**config.mk**
```make
export PLATFORM = sky130hd
export DESIGN_NAME = dsebc_core
export DESIGN_NICKNAME = d
export VERILOG_FILES = /design/src/logic/dsebc_pkg.sv /design/src/logic/dsebc_core.sv
export SDC_FILE = /design/constraint.sdc
export NUM_CORES = 1
export LEC_CHECK = 0
export BUFFER_PORTS_ARGS = -buffer_cell sky130_fd_sc_hd__buf_4
export CORE_UTILIZATION = 42
export DETAILED_ROUTE_END_ITERATION = 6
export HOLD_SLACK_MARGIN = 0.15
export SLEW_MARGIN = 30
export SYNTH_ARGS = -nofsm -noshare
export SYNTH_HDL_FRONTEND = slang
export SYNTH_SLANG_ARGS = --single-unit
```
**constraint.sdc**
```tcl
create_clock -name clk -period 6.15 [get_ports clk]
set_input_delay 0.9225 -clock clk [delete_from_list [all_inputs] [get_ports clk]]
set_output_delay 0.9225 -clock clk [all_outputs]
set_load 0.005 [all_outputs]
```
**src/logic/dsebc_pkg.sv**
```systemverilog
/*
 package for the debug serial error and break control block: timing counts,
 field positions and the packed carriers shared by the design.
 assumes a 40 MHz system clock.
*/
package dsebc_pkg;
  // ==========================================================
  // timing
  localparam int unsigned CLK_HZ          = 40000000;
  localparam int unsigned BREAK_BITS      = 9;
  localparam int unsigned RETURN_BREAK_CY = 4096;
  localparam int unsigned BAUD_W          = 16;
  localparam int unsigned RET_W           = 13;
  localparam logic [12:0] RET_LAST        = 13'(RETURN_BREAK_CY - 1);
  localparam logic [7:0]  BRK_OPCODE      = 8'h00;
  localparam logic [15:0] BAUD_MAX        = 16'hffff;

  // ==========================================================
  // status field positions
  localparam int unsigned ST_IDLE   = 0;
  localparam int unsigned ST_HALTED = 1;
  localparam int unsigned ST_BREAK  = 2;
  localparam int unsigned ST_FRAME  = 3;
  localparam int unsigned ST_COLL   = 4;

  // ==========================================================
  // link states
  typedef enum logic [2:0] {
    DSEBC_BAUD  = 3'b000,
    DSEBC_IDLE  = 3'b001,
    DSEBC_RX    = 3'b010,
    DSEBC_TX    = 3'b011,
    DSEBC_RETBK = 3'b100,
    DSEBC_HOLD  = 3'b101
  } dsebc_state_t;

  typedef struct packed {
    logic       valid;
    logic [7:0] data;
  } dsebc_byte_t;

  typedef struct packed {
    logic brkEnable;
    logic brkLoop;
    logic dbgModeReq;
  } dsebc_ctl_t;
endpackage

```
**src/logic/dsebc_core.sv**
```systemverilog
/*
 debug serial error and break control: one-wire open-drain link with
 auto-baud, break/framing/collision detection, return break and breakpoint
 halt/loop control toward the processor.
 assumes the pin input is already synchronous to clk and the debug control
 bits arrive as plain ports held by the command logic outside.
*/
`timescale 1ns/1ps
`default_nettype none
module dsebc_core
  import dsebc_pkg::*;
(
  // clock and reset
  input  wire logic       clk,
  input  wire logic       rst_b,
  // debug serial pin
  input  wire logic       debugPinIn,
  output logic            debugPinOut,
  output logic            debugPinOe,
  // transmit request
  input  wire logic       txValid,
  input  wire logic [7:0] txData,
  output logic            txReady,
  // received character and command abort
  output dsebc_byte_t     rxByte,
  output logic            cmdAbort,
  // debug control register bits
  input  wire dsebc_ctl_t ctl,
  // processor side
  input  wire logic       opcodeDecode,
  input  wire logic [7:0] opcode,
  output logic            brkReached,
  output logic            cpuStall,
  output logic            loopOnBrk,
  output logic [4:0]      status
);
  dsebc_state_t state;
  logic [BAUD_W-1:0] bitPeriod;
  logic [BAUD_W-1:0] cnt;
  logic [BAUD_W+3:0] lowRun;
  logic [3:0]        bitIdx;
  logic [9:0]        shifter;
  logic [RET_W-1:0]  retCnt;
  logic              halted;
  logic              loopIdle;
  logic              breakSeen;
  logic              frameErr;
  logic              collErr;
  logic              txBit;
  logic              isBreak;
  logic              errEvent;
  logic [BAUD_W-1:0] halfPeriod;
  logic [BAUD_W-1:0] bitLast;

  assign halfPeriod = bitPeriod >> 1;
  // a bit lasts bitPeriod cycles, counted 0 .. bitPeriod-1; no drift over a frame
  assign bitLast    = bitPeriod - 16'h0001;
  // nine bit times of continuous low; held off until baud is known
  assign isBreak = (state != DSEBC_BAUD) && !debugPinIn &&
                   (lowRun >= ({4'h0, bitPeriod} * 20'(BREAK_BITS)));

  // ==========================================================
  // low run counter, counts across every state including transmit
  always_ff @(posedge clk or negedge rst_b) begin
    if (!rst_b) begin
      lowRun <= '0;
    end else if (debugPinIn) begin
      lowRun <= '0;
    end else if (lowRun != '1) begin
      lowRun <= lowRun + 20'h00001;
    end
  end

  // ==========================================================
  // link state machine
  always_ff @(posedge clk or negedge rst_b) begin
    if (!rst_b) begin
      state     <= DSEBC_BAUD;
      bitPeriod <= '0;
      cnt       <= '0;
      bitIdx    <= '0;
      shifter   <= '0;
      retCnt    <= '0;
      txBit     <= 1'b1;
      frameErr  <= 1'b0;
      collErr   <= 1'b0;
      breakSeen <= 1'b0;
    end else begin
      frameErr  <= 1'b0;
      collErr   <= 1'b0;
      breakSeen <= 1'b0;
      if (isBreak && state != DSEBC_RETBK && state != DSEBC_HOLD) begin
        breakSeen <= 1'b1;
        state     <= DSEBC_RETBK;
        retCnt    <= '0;
        txBit     <= 1'b1;
      end else begin
        unique case (state)
          DSEBC_BAUD: begin
            // the first low interval of the first character is one bit time
            if (!debugPinIn) begin
              if (cnt != BAUD_MAX) cnt <= cnt + 16'h0001;
            end else if (cnt != '0) begin
              bitPeriod <= cnt;
              cnt       <= '0;
              state     <= DSEBC_IDLE;
            end
          end
          DSEBC_IDLE: begin
            cnt <= '0;
            if (!debugPinIn) begin
              state  <= DSEBC_RX;
              bitIdx <= '0;
            end else if (txValid) begin
              shifter <= {1'b1, txData, 1'b0};
              bitIdx  <= '0;
              state   <= DSEBC_TX;
            end
          end
          DSEBC_RX: begin
            // first wait is half a bit to land mid-cell
            if ((bitIdx == 4'd0 && cnt == halfPeriod) ||
                (bitIdx != 4'd0 && cnt == bitLast)) begin
              cnt     <= '0;
              bitIdx  <= bitIdx + 4'd1;
              shifter <= {debugPinIn, shifter[9:1]};
              if (bitIdx == 4'd9) begin
                state <= DSEBC_IDLE;
                if (!debugPinIn) begin
                  frameErr <= 1'b1;
                  state    <= DSEBC_RETBK;
                  retCnt   <= '0;
                end
              end
            end else begin
              cnt <= cnt + 16'h0001;
            end
          end
          DSEBC_TX: begin
            txBit <= shifter[0];
            if (cnt == halfPeriod && txBit && !debugPinIn) begin
              collErr <= 1'b1;
              state   <= DSEBC_RETBK;
              retCnt  <= '0;
              txBit   <= 1'b1;
            end else if (cnt == bitLast) begin
              cnt     <= '0;
              shifter <= {1'b1, shifter[9:1]};
              bitIdx  <= bitIdx + 4'd1;
              if (bitIdx == 4'd9) begin
                state <= DSEBC_IDLE;
                txBit <= 1'b1;
              end
            end else begin
              cnt <= cnt + 16'h0001;
            end
          end
          DSEBC_RETBK: begin
            txBit <= 1'b0;
            if (retCnt == RET_LAST) begin
              state <= DSEBC_HOLD;
              txBit <= 1'b1;
            end else begin
              retCnt <= retCnt + 13'h0001;
            end
          end
          DSEBC_HOLD: begin
            // auto-baud restarts only once the line is released high
            bitPeriod <= '0;
            cnt       <= '0;
            if (debugPinIn) state <= DSEBC_BAUD;
          end
          default: state <= DSEBC_BAUD;
        endcase
      end
    end
  end

  assign errEvent    = breakSeen | frameErr | collErr;
  assign cmdAbort    = errEvent;
  // only ever pull low; a high bit is a released line
  assign debugPinOut = 1'b0;
  assign debugPinOe  = (state == DSEBC_RETBK) || (state == DSEBC_TX && !txBit);
  assign txReady     = (state == DSEBC_IDLE) && debugPinIn;

  // ==========================================================
  // received character
  always_ff @(posedge clk or negedge rst_b) begin
    if (!rst_b) begin
      rxByte <= '0;
    end else begin
      rxByte.valid <= 1'b0;
      if (state == DSEBC_RX && bitIdx == 4'd9 && cnt == bitLast && debugPinIn) begin
        rxByte.valid <= 1'b1;
        rxByte.data  <= shifter[9:2];
      end
    end
  end

  // ==========================================================
  // breakpoint control; control bits untouched by link errors
  always_ff @(posedge clk or negedge rst_b) begin
    if (!rst_b) begin
      brkReached <= 1'b0;
      halted     <= 1'b0;
      loopIdle   <= 1'b0;
    end else begin
      brkReached <= opcodeDecode && (opcode == BRK_OPCODE);
      if (brkReached && ctl.brkEnable && !ctl.brkLoop) begin
        halted <= 1'b1;
      end else if (loopIdle && !ctl.brkLoop && ctl.brkEnable) begin
        halted <= 1'b1;
      end else if (ctl.dbgModeReq) begin
        halted <= 1'b1;
      end else if (!ctl.dbgModeReq && !ctl.brkEnable) begin
        halted <= 1'b0;
      end
      if (brkReached && ctl.brkEnable && ctl.brkLoop) begin
        loopIdle <= 1'b1;
      end else if (!ctl.brkLoop || !ctl.brkEnable || halted) begin
        loopIdle <= 1'b0;
      end
    end
  end

  // looping leaves the stall low so dma and interrupts still run
  assign cpuStall  = halted;
  assign loopOnBrk = loopIdle;
  assign status    = {collErr, frameErr, breakSeen, halted, loopIdle};
endmodule
`default_nettype wire

```
==> flow_metrics.tcl, run 1 <==
set metrics [dict create \
    ys_seq_area_share_pct 35.5 \
    max_freq_ghz 0.185 \
    slew-limit-headroom_pct 40.9 \
    dp.final_hpwl_mm 11.9 \
    io-pin-count 45 \
    die_x_um 130 \
    placed_area_um2 7340 \
    fin_crit_ps 5420 \
    start_util_pct 43.3 \
    via_count 5828 \
    m1WireLength_mm 7.82 \
    worst_slack_ps 735 \
    wl_met2_mm 7.58 \
    first_pass_iters 5 \
    cts_sinks 98 \
    drt_iter0_drc 356 \
    synth_area_um2 6900 \
    ir_drop_mv 0.164 \
    postCtsHoldBufs 0 \
    p_leak_nw 3.59 \
    critPathKind "flop to flop" \
    critical_path.cell_chain "ha_1 > ha_1 > fa_1 > a21o_1 > a21oi_1 > o21a_1 > o31ai_1 > o21a_1 > o21ai_0 > a21boi_0 > o21ai_0 > xor2_1 > ha_1 > nand4_1 > nor2_1 > o2bb2ai_1 > o221ai_1 > o311ai_0 > o211ai_1 > o21ai_0 > o21ai_0" \
    worstRegToRegCells 21 \
    synth_nets 891 \
    cts_setup_buffers 0 \
    grt_usage_pct 21.0 \
    critPathSlowestCell "o211ai_1" \
    met3WireLength_um 596 \
    wl_per_cell_um 15.6 \
    cp_num_buf_inv 0 \
    ys_ff_latch 98 \
    rows 46 \
    hp-class "input port to asynchronous set/reset pin" \
    grt_max_degree 67 \
    clkTransAtPathRegs_ps 80 \
    skew_ps 8.85 \
    drc 0 \
    synth_area_per_cell_um2 8.50 \
    antenna_found_initial 0 \
    gp_congestion 0.826 \
    cts.path.max_buffers 2 \
    synth_cells 812 \
    portBuffers 43 \
    synth_edf_count 0 \
    p_per_area_nw_per_um2 320 \
    area_growth_pct 10.7 \
    end_kind "flop" \
    crit_arrival_ps 5700 \
    ant_nets 0 \
    clk-insertion-delay-late_ps 370 \
    cp_max_fo 13 \
    finalNonFillerCells 1047 \
    cp_common_cell "o21ai_0" \
    yosys_most_used_dff "dfrtp_1" \
    slew_viol_final 0 \
    required_ps 6440 \
    die_h_um 130 \
    highest_layer "met4" \
    async_flop_share_pct 100 \
    setup_viol 0 \
    period_share_pct 88.1 \
    cts_tree "yes" \
    yosys-top-cells-area "dfrtp_1 (35%), ha_1 (9.8%), nand2_1 (6.3%)" \
    final_core_util_pct 47.9 \
    wl_mm 16.3 \
    post-synth-top-area-cell "dfrtp_1" \
    cp_num_cells 21 \
    drive_gt1_share_pct 12.2 \
    cts_resized 0 \
    num-fill-cells 1535 \
    antenna_cells 0 \
    p_total_mw 2.44 \
    first_global_vias 5720 \
    tns_ps 0 \
    holdWs_ps 482 \
    fin_nets 905 \
    cts_buffers 9 \
    cts_max_level 3 \
    synth_top_area_share_pct 35.2 \
    cp_top_family "compound AO/OA/AOI/OAI gates" \
    worst-slew-pin-transition_ps 883 \
    status "finished clean" \
    place_ws_ps 695 \
    yosysUniqueCellTypes 68 \
    clockRootBuffer "clkbuf_16" \
    fp.coreArea_um2 15900 \
    critPathLaunchType "flop" \
    finalHoldViolCount 0 \
    drv_cap 0 \
    rsz0062_at_grt "no" \
    finalInstanceArea_um2 7640 \
    routed_via_density 5.57 \
    placed_cells 1031 \
    grt_pass1_wl_mm 28.0 \
    critPathMaxStageDelay_ps 780 \
    ys_warn_count 0 \
    grt_overflow_total 0 \
    dieArea_um2 17000 \
]
==> layer usage <==
layer	track usage [%]	vias up
li1	-	2875
met1	28.0	2810
met2	34.0	119
met3	3.77	24
met4	7.80	0
met5	0	-
==> flip-flops by register name (all words and copies together), names as in the netlist, 3 cells and up <==
register and count:
state 3, bitPeriod 16, bitIdx 4, lowRun 20, shifter 10, rxByte 9, cnt 16, retCnt 13
==> Yosys cell counts (4+ instances only) <==
| cell type | number |
|---|---|
| and3_1 | 12 |
| ha_1 | 54 |
| a31oi_1 | 7 |
| nor3_1 | 25 |
| o31ai_1 | 6 |
| o21ai_0 | 62 |
| nand4_1 | 10 |
| nor2_1 | 64 |
| and4_1 | 6 |
| o211ai_1 | 9 |
| or3_1 | 8 |
| or2_2 | 4 |
| xor2_1 | 39 |
| a21o_1 | 6 |
| o22ai_1 | 9 |
| dfrtp_1 | 97 |
| buf_4 | 6 |
| mux2_2 | 18 |
| nand2b_1 | 9 |
| nand2_1 | 115 |
| nor4_1 | 15 |
| buf_2 | 4 |
| a21oi_1 | 35 |
| nand3_1 | 26 |
| xnor2_1 | 27 |
| clkbuf_1 | 33 |
| inv_1 | 39 |
| or4b_2 | 4 |
==> power breakdown <==
| group | internal, mW | switching [mW] | leakage (nW) |
|---|---|---|---|
| combinational | 0.385 | 0.648 | 2.12 |
| sequential | 0.723 | 0.0957 | 1.33 |
| clock | 0.288 | 0.301 | 0.143 |
| total | 1.40 | 1.04 | 3.59 |
==> cell usage in the layout, fill, tap and decap left out, drive strengths merged, types with 7 or more instances in the layout <==
cell	n
nor2	65
buf	46
a21oi	36
or3	8
ha	54
nand2b	9
o22ai	9
xnor2	27
clkbuf	9
nand4	10
dfrtp	97
nor3	25
xor2	39
o21ai	65
nor4	17
nand3	26
and3	12
a31oi	7
mux2	18
o211ai	10
nand2	115
inv	43
==> kinds of logic after synthesis <==
family / share of synthesized area, %
flip-flops: 35.5
XOR/XNOR: 8.37
other: 0.0543
AO/OA/AOI/OAI: 15.0
buffers and inverters: 5.02
AND/OR/NAND/NOR: 22.5
multiplexers: 3.37
adder cells (fa/ha/maj): 10.1
==> cell type report <==
cell class,instances,area (µm²),share of cell area (%)
clock inverter,7,72.6,0.950
multi-input combinational,629,4110,53.8
inverter,42,158,2.06
tap,216,270,3.54
clock buffer,9,225,2.95
timing repair buffer,46,349,4.57
sequential,98,2450,32.1
==> path summary, 6_finish.rpt <==
kind | start | endpoint | slack [ps]
hold reg to reg | retCnt[5] | retCnt[5] | 500
hold / removal | rst_b | lowRun[7] | 480
setup / recovery | bitPeriod[4] | retCnt[2] | 730
setup reg to reg | bitPeriod[4] | retCnt[2] | 730
max in group asynchronous | rst_b | bitPeriod[14] | 4700
min in group clk | retCnt[5] | retCnt[5] | 500
Power figures use the tool's default switching activity.
==> run 2, diff against run 1 <==
--- a/config.mk
+++ b/config.mk
@@ -9,6 +9,7 @@
 export CORE_UTILIZATION = 42
 export DETAILED_ROUTE_END_ITERATION = 6
 export HOLD_SLACK_MARGIN = 0.15
+export MAX_ROUTING_LAYER = met4
 export SLEW_MARGIN = 30
 export SYNTH_ARGS = -nofsm -noshare
 export SYNTH_HDL_FRONTEND = slang
==> run 2 against run 1 <==
Compared with the run above:
- the flow now finishes with violations (design-rule violations)
- critical path depth unchanged
- utilization increased by 0.11 points
- critical path type unchanged
- largest cell class unchanged
- sequential share of layout area decreased by 0.073 points
- worst hold slack improved by 23 ps
- maximum frequency decreased by 2.5%
- clock skew decreased by 2.1 ps
- first-iteration DRC count increased by 17%
- highest routed layer unchanged
- flip-flop and latch count unchanged
- design area increased by 0.23%
==> flow_metrics.tcl, run 2 (same netlist as run 1, synthesis figures left out) <==
set metrics [dict create \
    start_util_pct 43.3 \
    die_h_um 130 \
    cts_tree "yes" \
    finalHoldViolCount 0 \
    ant_nets 0 \
    p_per_area_nw_per_um2 317 \
    grt_usage_pct 21.1 \
    clockRootBuffer "clkbuf_16" \
    area_growth_pct 10.9 \
    p_leak_nw 3.60 \
    drive_gt1_share_pct 12.4 \
    dieArea_um2 17000 \
    final_core_util_pct 48.0 \
    antenna_cells 0 \
    largest_reg_flops 20 \
    r2r-start "bitPeriod[4]" \
    tns_ps 0 \
    drt_iter0_drc 418 \
    hp-class "input port to asynchronous set/reset pin" \
    via_count 5829 \
    required_ps 6420 \
    setup_viol 0 \
    cts_sinks 98 \
    place_ws_ps 614 \
    finalInstanceArea_um2 7660 \
    slew_viol_final 0 \
    violations "design-rule violations" \
    cp_num_buf_inv 0 \
    first_pass_iters 7 \
    cts_setup_buffers 0 \
    gp_congestion 0.828 \
    worst_slack_ps 597 \
    cp_max_fo 13 \
    clk-insertion-delay-late_ps 360 \
    drc 4 \
    max_freq_ghz 0.180 \
    dp.final_hpwl_mm 12.0 \
    fin_nets 907 \
    worst-slew-pin-transition_ps 900 \
    grt_pass1_wl_mm 27.5 \
    num-fill-cells 1535 \
    die_x_um 130 \
    placed_area_um2 7340 \
    worstRegToRegCells 21 \
    rows 46 \
    period_share_pct 90.3 \
    seq_area_um2 2450 \
    critPathKind "flop to flop" \
    cp_common_cell "o21ai_0" \
    status "complete, but fails checks" \
    reg_top3 "lowRun x20, bitPeriod x16, cnt x16" \
    rsz0062_at_grt "no" \
    cts_buffers 9 \
    fp.coreArea_um2 15900 \
    ir_drop_mv 0.208 \
    portBuffers 43 \
    drv_cap 0 \
    slew-limit-headroom_pct 39.7 \
    critPathMaxStageDelay_ps 800 \
    postCtsHoldBufs 0 \
    critPathLaunchType "flop" \
    grt_max_degree 66 \
    cp_num_cells 21 \
    critPathSlowestCell "o211ai_1" \
    routed_via_density 5.56 \
    cts.path.max_buffers 2 \
    wl_per_cell_um 15.7 \
    mostFrequentLayoutCells "nand2_1 (115), dfrtp_1 (97), nor2_1 (63)" \
    cp-startpoint "bitPeriod[4]" \
    io-pin-count 45 \
    grt_overflow_total 0 \
    antenna_found_initial 0 \
    skew_ps 6.74 \
    cp_top_family "compound AO/OA/AOI/OAI gates" \
    fin_crit_ps 5550 \
    clkTransAtPathRegs_ps 80 \
    multi_input_area_um2 4110 \
    cts_resized 0 \
    first_global_vias 5642 \
    crit_arrival_ps 5820 \
    wl_mm 16.4 \
    final_common_cell "nand2_1" \
    top_register "lowRun" \
    cts_max_level 3 \
    end_kind "flop" \
    critical_path.cell_chain "ha_1 > ha_1 > fa_1 > a21o_1 > a21oi_1 > o21a_1 > o31ai_1 > o21a_1 > o21ai_0 > a21boi_0 > o21ai_0 > xor2_1 > ha_1 > nand4_1 > nor2_1 > o2bb2ai_1 > o221ai_1 > o311ai_0 > o211ai_1 > o21ai_0 > o21ai_0" \
]
## run 2: changes by cell type in the layout (fill, tap and decap cells not counted), sizes merged
cell  delta
buf      +2
## run 2: area by class of cell
| class | count | area share (%) |
|---|---|---|
| multi-input cells | 629 | 53.7 |
| flip-flops and latches | 98 | 32.0 |
| repair buffers | 48 | 4.97 |
| well taps | 216 | 3.53 |
| clock buffers | 9 | 2.94 |
| inverters | 42 | 2.06 |
| clock inverters | 7 | 0.768 |
## run 2: final timing paths
path | slack, ps | endpoint
min | 510 | lowRun[3]
min reg2reg | 510 | retCnt[11]
max in group asynchronous | 4670 | txBit
max reg2reg | 600 | retCnt[3]
max | 600 | retCnt[3]
min in group clk | 510 | retCnt[11]
## run 2: metrics by stage
step | hold WS [ps] | instances | total power [mW]
global route | 508 | 1049 | 2.60
floorplan | 444 | 812 | 1.59
CTS | 499 | 1048 | 2.44
finish | 505 | 1049 | 2.43
detailed placement | 486 | 1032 | 1.86
global placement | 466 | 1032 | 1.84
## run 2: routing by layer
metal	wire length (µm)	global-route usage, %	up-vias
met2	7760	34.5	109
li1	-	-	2892
met1	7990	27.3	2813
met4	202	5.75	0
met3	493	3.08	15
met5	0	-	-
## run 2: power by group
group          leakage (nW)  switching (mW)  total [mW]  internal [mW]
Combinational          2.14           0.651        1.04          0.388
Sequential             1.33          0.0968       0.820          0.724
Clock                 0.139           0.283       0.566          0.282
==> run 3, diff against run 2 <==
--- a/config.mk
+++ b/config.mk
@@ -5,9 +5,10 @@
 export SDC_FILE = /design/constraint.sdc
 export NUM_CORES = 1
 export LEC_CHECK = 0
-export BUFFER_PORTS_ARGS = -buffer_cell sky130_fd_sc_hd__buf_4
 export CORE_UTILIZATION = 42
 export DETAILED_ROUTE_END_ITERATION = 6
+export DONT_BUFFER_PORTS = 1
+export GPL_TIMING_DRIVEN = 0
 export HOLD_SLACK_MARGIN = 0.15
 export MAX_ROUTING_LAYER = met4
 export SLEW_MARGIN = 30
==> run 3 against run 2 <==
Compared with the run above:
- the flow now finishes without violations
- design area decreased by 2.4%
- utilization decreased by 1.2 points
- routed wire length decreased by 3.4%
- maximum frequency increased by 0.28%
- power decreased by 0.74%
- clock-buffer cell count unchanged
- die area unchanged
- first-iteration DRC count decreased by 29%
- highest routed layer unchanged
==> flow_metrics.tcl, run 3 (same netlist as run 1, synthesis figures left out) <==
set metrics [dict create \
    combPwrFrac_pct 44.0 \
    cp_max_fo 10 \
    cts_buffers 9 \
    p_total_mw 2.41 \
    fin_nets 902 \
    grt_overflow_total 0 \
    critPathSlowestCell "dfrtp_1" \
    p_clk_share_pct 23.1 \
    finalNonFillerCells 1044 \
    tns_ps 0 \
    die_h_um 130 \
    top_register "lowRun" \
    reg_top3 "lowRun x20, bitPeriod x16, cnt x16" \
    gp_congestion 0.840 \
    cts_max_level 3 \
    ant_nets 0 \
    skew_ps 8.49 \
    wl_per_cell_um 15.2 \
    io-pin-count 45 \
    hp-class "input port to asynchronous set/reset pin" \
    place_ws_ps 486 \
    seqPwrFrac_pct 32.8 \
    drc 0 \
    critPathMaxStageDelay_ps 530 \
    cp_common_cell "ha_1" \
    setup_viol 0 \
    status "finished clean" \
    wl_mm 15.9 \
    critPathKind "flop to flop" \
    p_per_area_nw_per_um2 322 \
    rows 46 \
    dieArea_um2 17000 \
    placed_cells 1028 \
    switching_power_mw 1.02 \
    crit_arrival_ps 5810 \
    cts_setup_buffers 0 \
    largest_reg_flops 20 \
    final_common_cell "nand2_1" \
    num-fill-cells 1567 \
    worst_slack_ps 613 \
    start_util_pct 43.3 \
    cts_sinks 98 \
    via_count 5698 \
    antenna_found_initial 0 \
    critPathLaunchType "flop" \
    first_global_vias 5437 \
    clockRootBuffer "clkbuf_16" \
    rsz0062_at_grt "no" \
    p_sw_share_pct 42.3 \
    portBuffers 0 \
    drt_iter0_drc 295 \
    mostFrequentLayoutCells "nand2_1 (115), dfrtp_1 (97), nor2_1 (64)" \
    area_growth_pct 8.25 \
    holdWs_ps 256 \
    clk-insertion-delay-late_ps 360 \
    slew_viol_final 0 \
    slew-limit-headroom_pct 55.2 \
    dp.final_hpwl_mm 11.6 \
    end_kind "flop" \
    die_x_um 130 \
    cts.path.max_buffers 2 \
    fin_crit_ps 5540 \
    drv_cap 0 \
    finalHoldViolCount 0 \
    ir_drop_mv 0.236 \
    clkTransAtPathRegs_ps 70 \
    period_share_pct 90.0 \
    p_leak_nw 3.44 \
    antenna_cells 0 \
    grt_max_degree 99 \
    required_ps 6430 \
    internal_power_mw 1.39 \
    critical_path.cell_chain "ha_1 > ha_1 > fa_1 > a21o_1 > a21oi_1 > o21a_1 > o31ai_1 > o21a_1 > o21ai_0 > a21boi_0 > o21ai_0 > xor2_1 > ha_1 > nand4_1 > o2bb2ai_1 > o221ai_1 > o211ai_1 > clkbuf_2 > clkbuf_1 > a21oi_1 > o22ai_1" \
    grt_pass1_wl_mm 26.8 \
    worst-slew-pin-transition_ps 667 \
    first_pass_iters 5 \
    cts_tree "yes" \
    routed_via_density 5.46 \
    fp.coreArea_um2 15900 \
    grt_usage_pct 20.6 \
    drive_gt1_share_pct 7.85 \
    max_freq_ghz 0.181 \
]
-- run 3: worst paths after layout --
kind,cells past startpoint,slack (ps),startpoint,end
min reg2reg,1,500,retCnt[11],retCnt[11]
max,21,610,bitPeriod[4],cnt[11]
min in group clk,1,500,retCnt[11],retCnt[11]
max reg2reg,21,610,bitPeriod[4],cnt[11]
max in group asynchronous,0,5640,rst_b,txBit
min,0,260,rst_b,lowRun[2]
-- run 3: cell type report --
class | instances | area [µm²] | share of cell area [%]
plain buffers | 43 | 190 | 2.55
clock buffers | 9 | 225 | 3.01
clock inverters | 7 | 61.3 | 0.820
inverters | 42 | 158 | 2.11
multi-input cells | 629 | 4110 | 55.1
flip-flops and latches | 98 | 2450 | 32.8
well taps | 216 | 270 | 3.62
-- run 3: routing by layer --
metal	vias to the layer above	global-route usage (%)	wire length (µm)
met5	-	-	0
met4	0	6.29	257
met3	22	3.32	473
met2	98	33.1	7620
met1	2709	26.6	7540
li1	2869	-	-
-- run 3: power by group through the flow --
stage               Combinational [mW]  Sequential (mW)  Clock (mW)
floorplan                        0.810            0.781           0
global placement                  1.05            0.804           0
detailed placement                1.05            0.803           0
CTS                               1.06            0.791       0.576
global route                      1.19            0.805       0.593
finish                            1.06            0.791       0.556
-- run 3: worst max-delay path: cells and delay by family (launching register included) --
kind,cells,cell delay [ps]
AO/OA/AOI/OAI,13,2720
adder cells (fa/ha/maj),4,1240
buffers and inverters,2,710
flip-flops,1,530
AND/OR/NAND/NOR,1,150
XOR/XNOR,1,100
-- run 3: repair_timing --
item	CTS	global route
hold buffers	0	0
gates resized for setup	0	2
setup endpoints to repair	0	2
-- run 3: through the flow --
step           utilization (%)  instance area, µm²
6_report                  46.9                7470
5_1_grt                   46.9                7470
4_1_cts                   46.8                7460
3_5_place_dp              45.0                7170
3_3_place_gp              45.0                7170
2_1_floorplan                -                6900
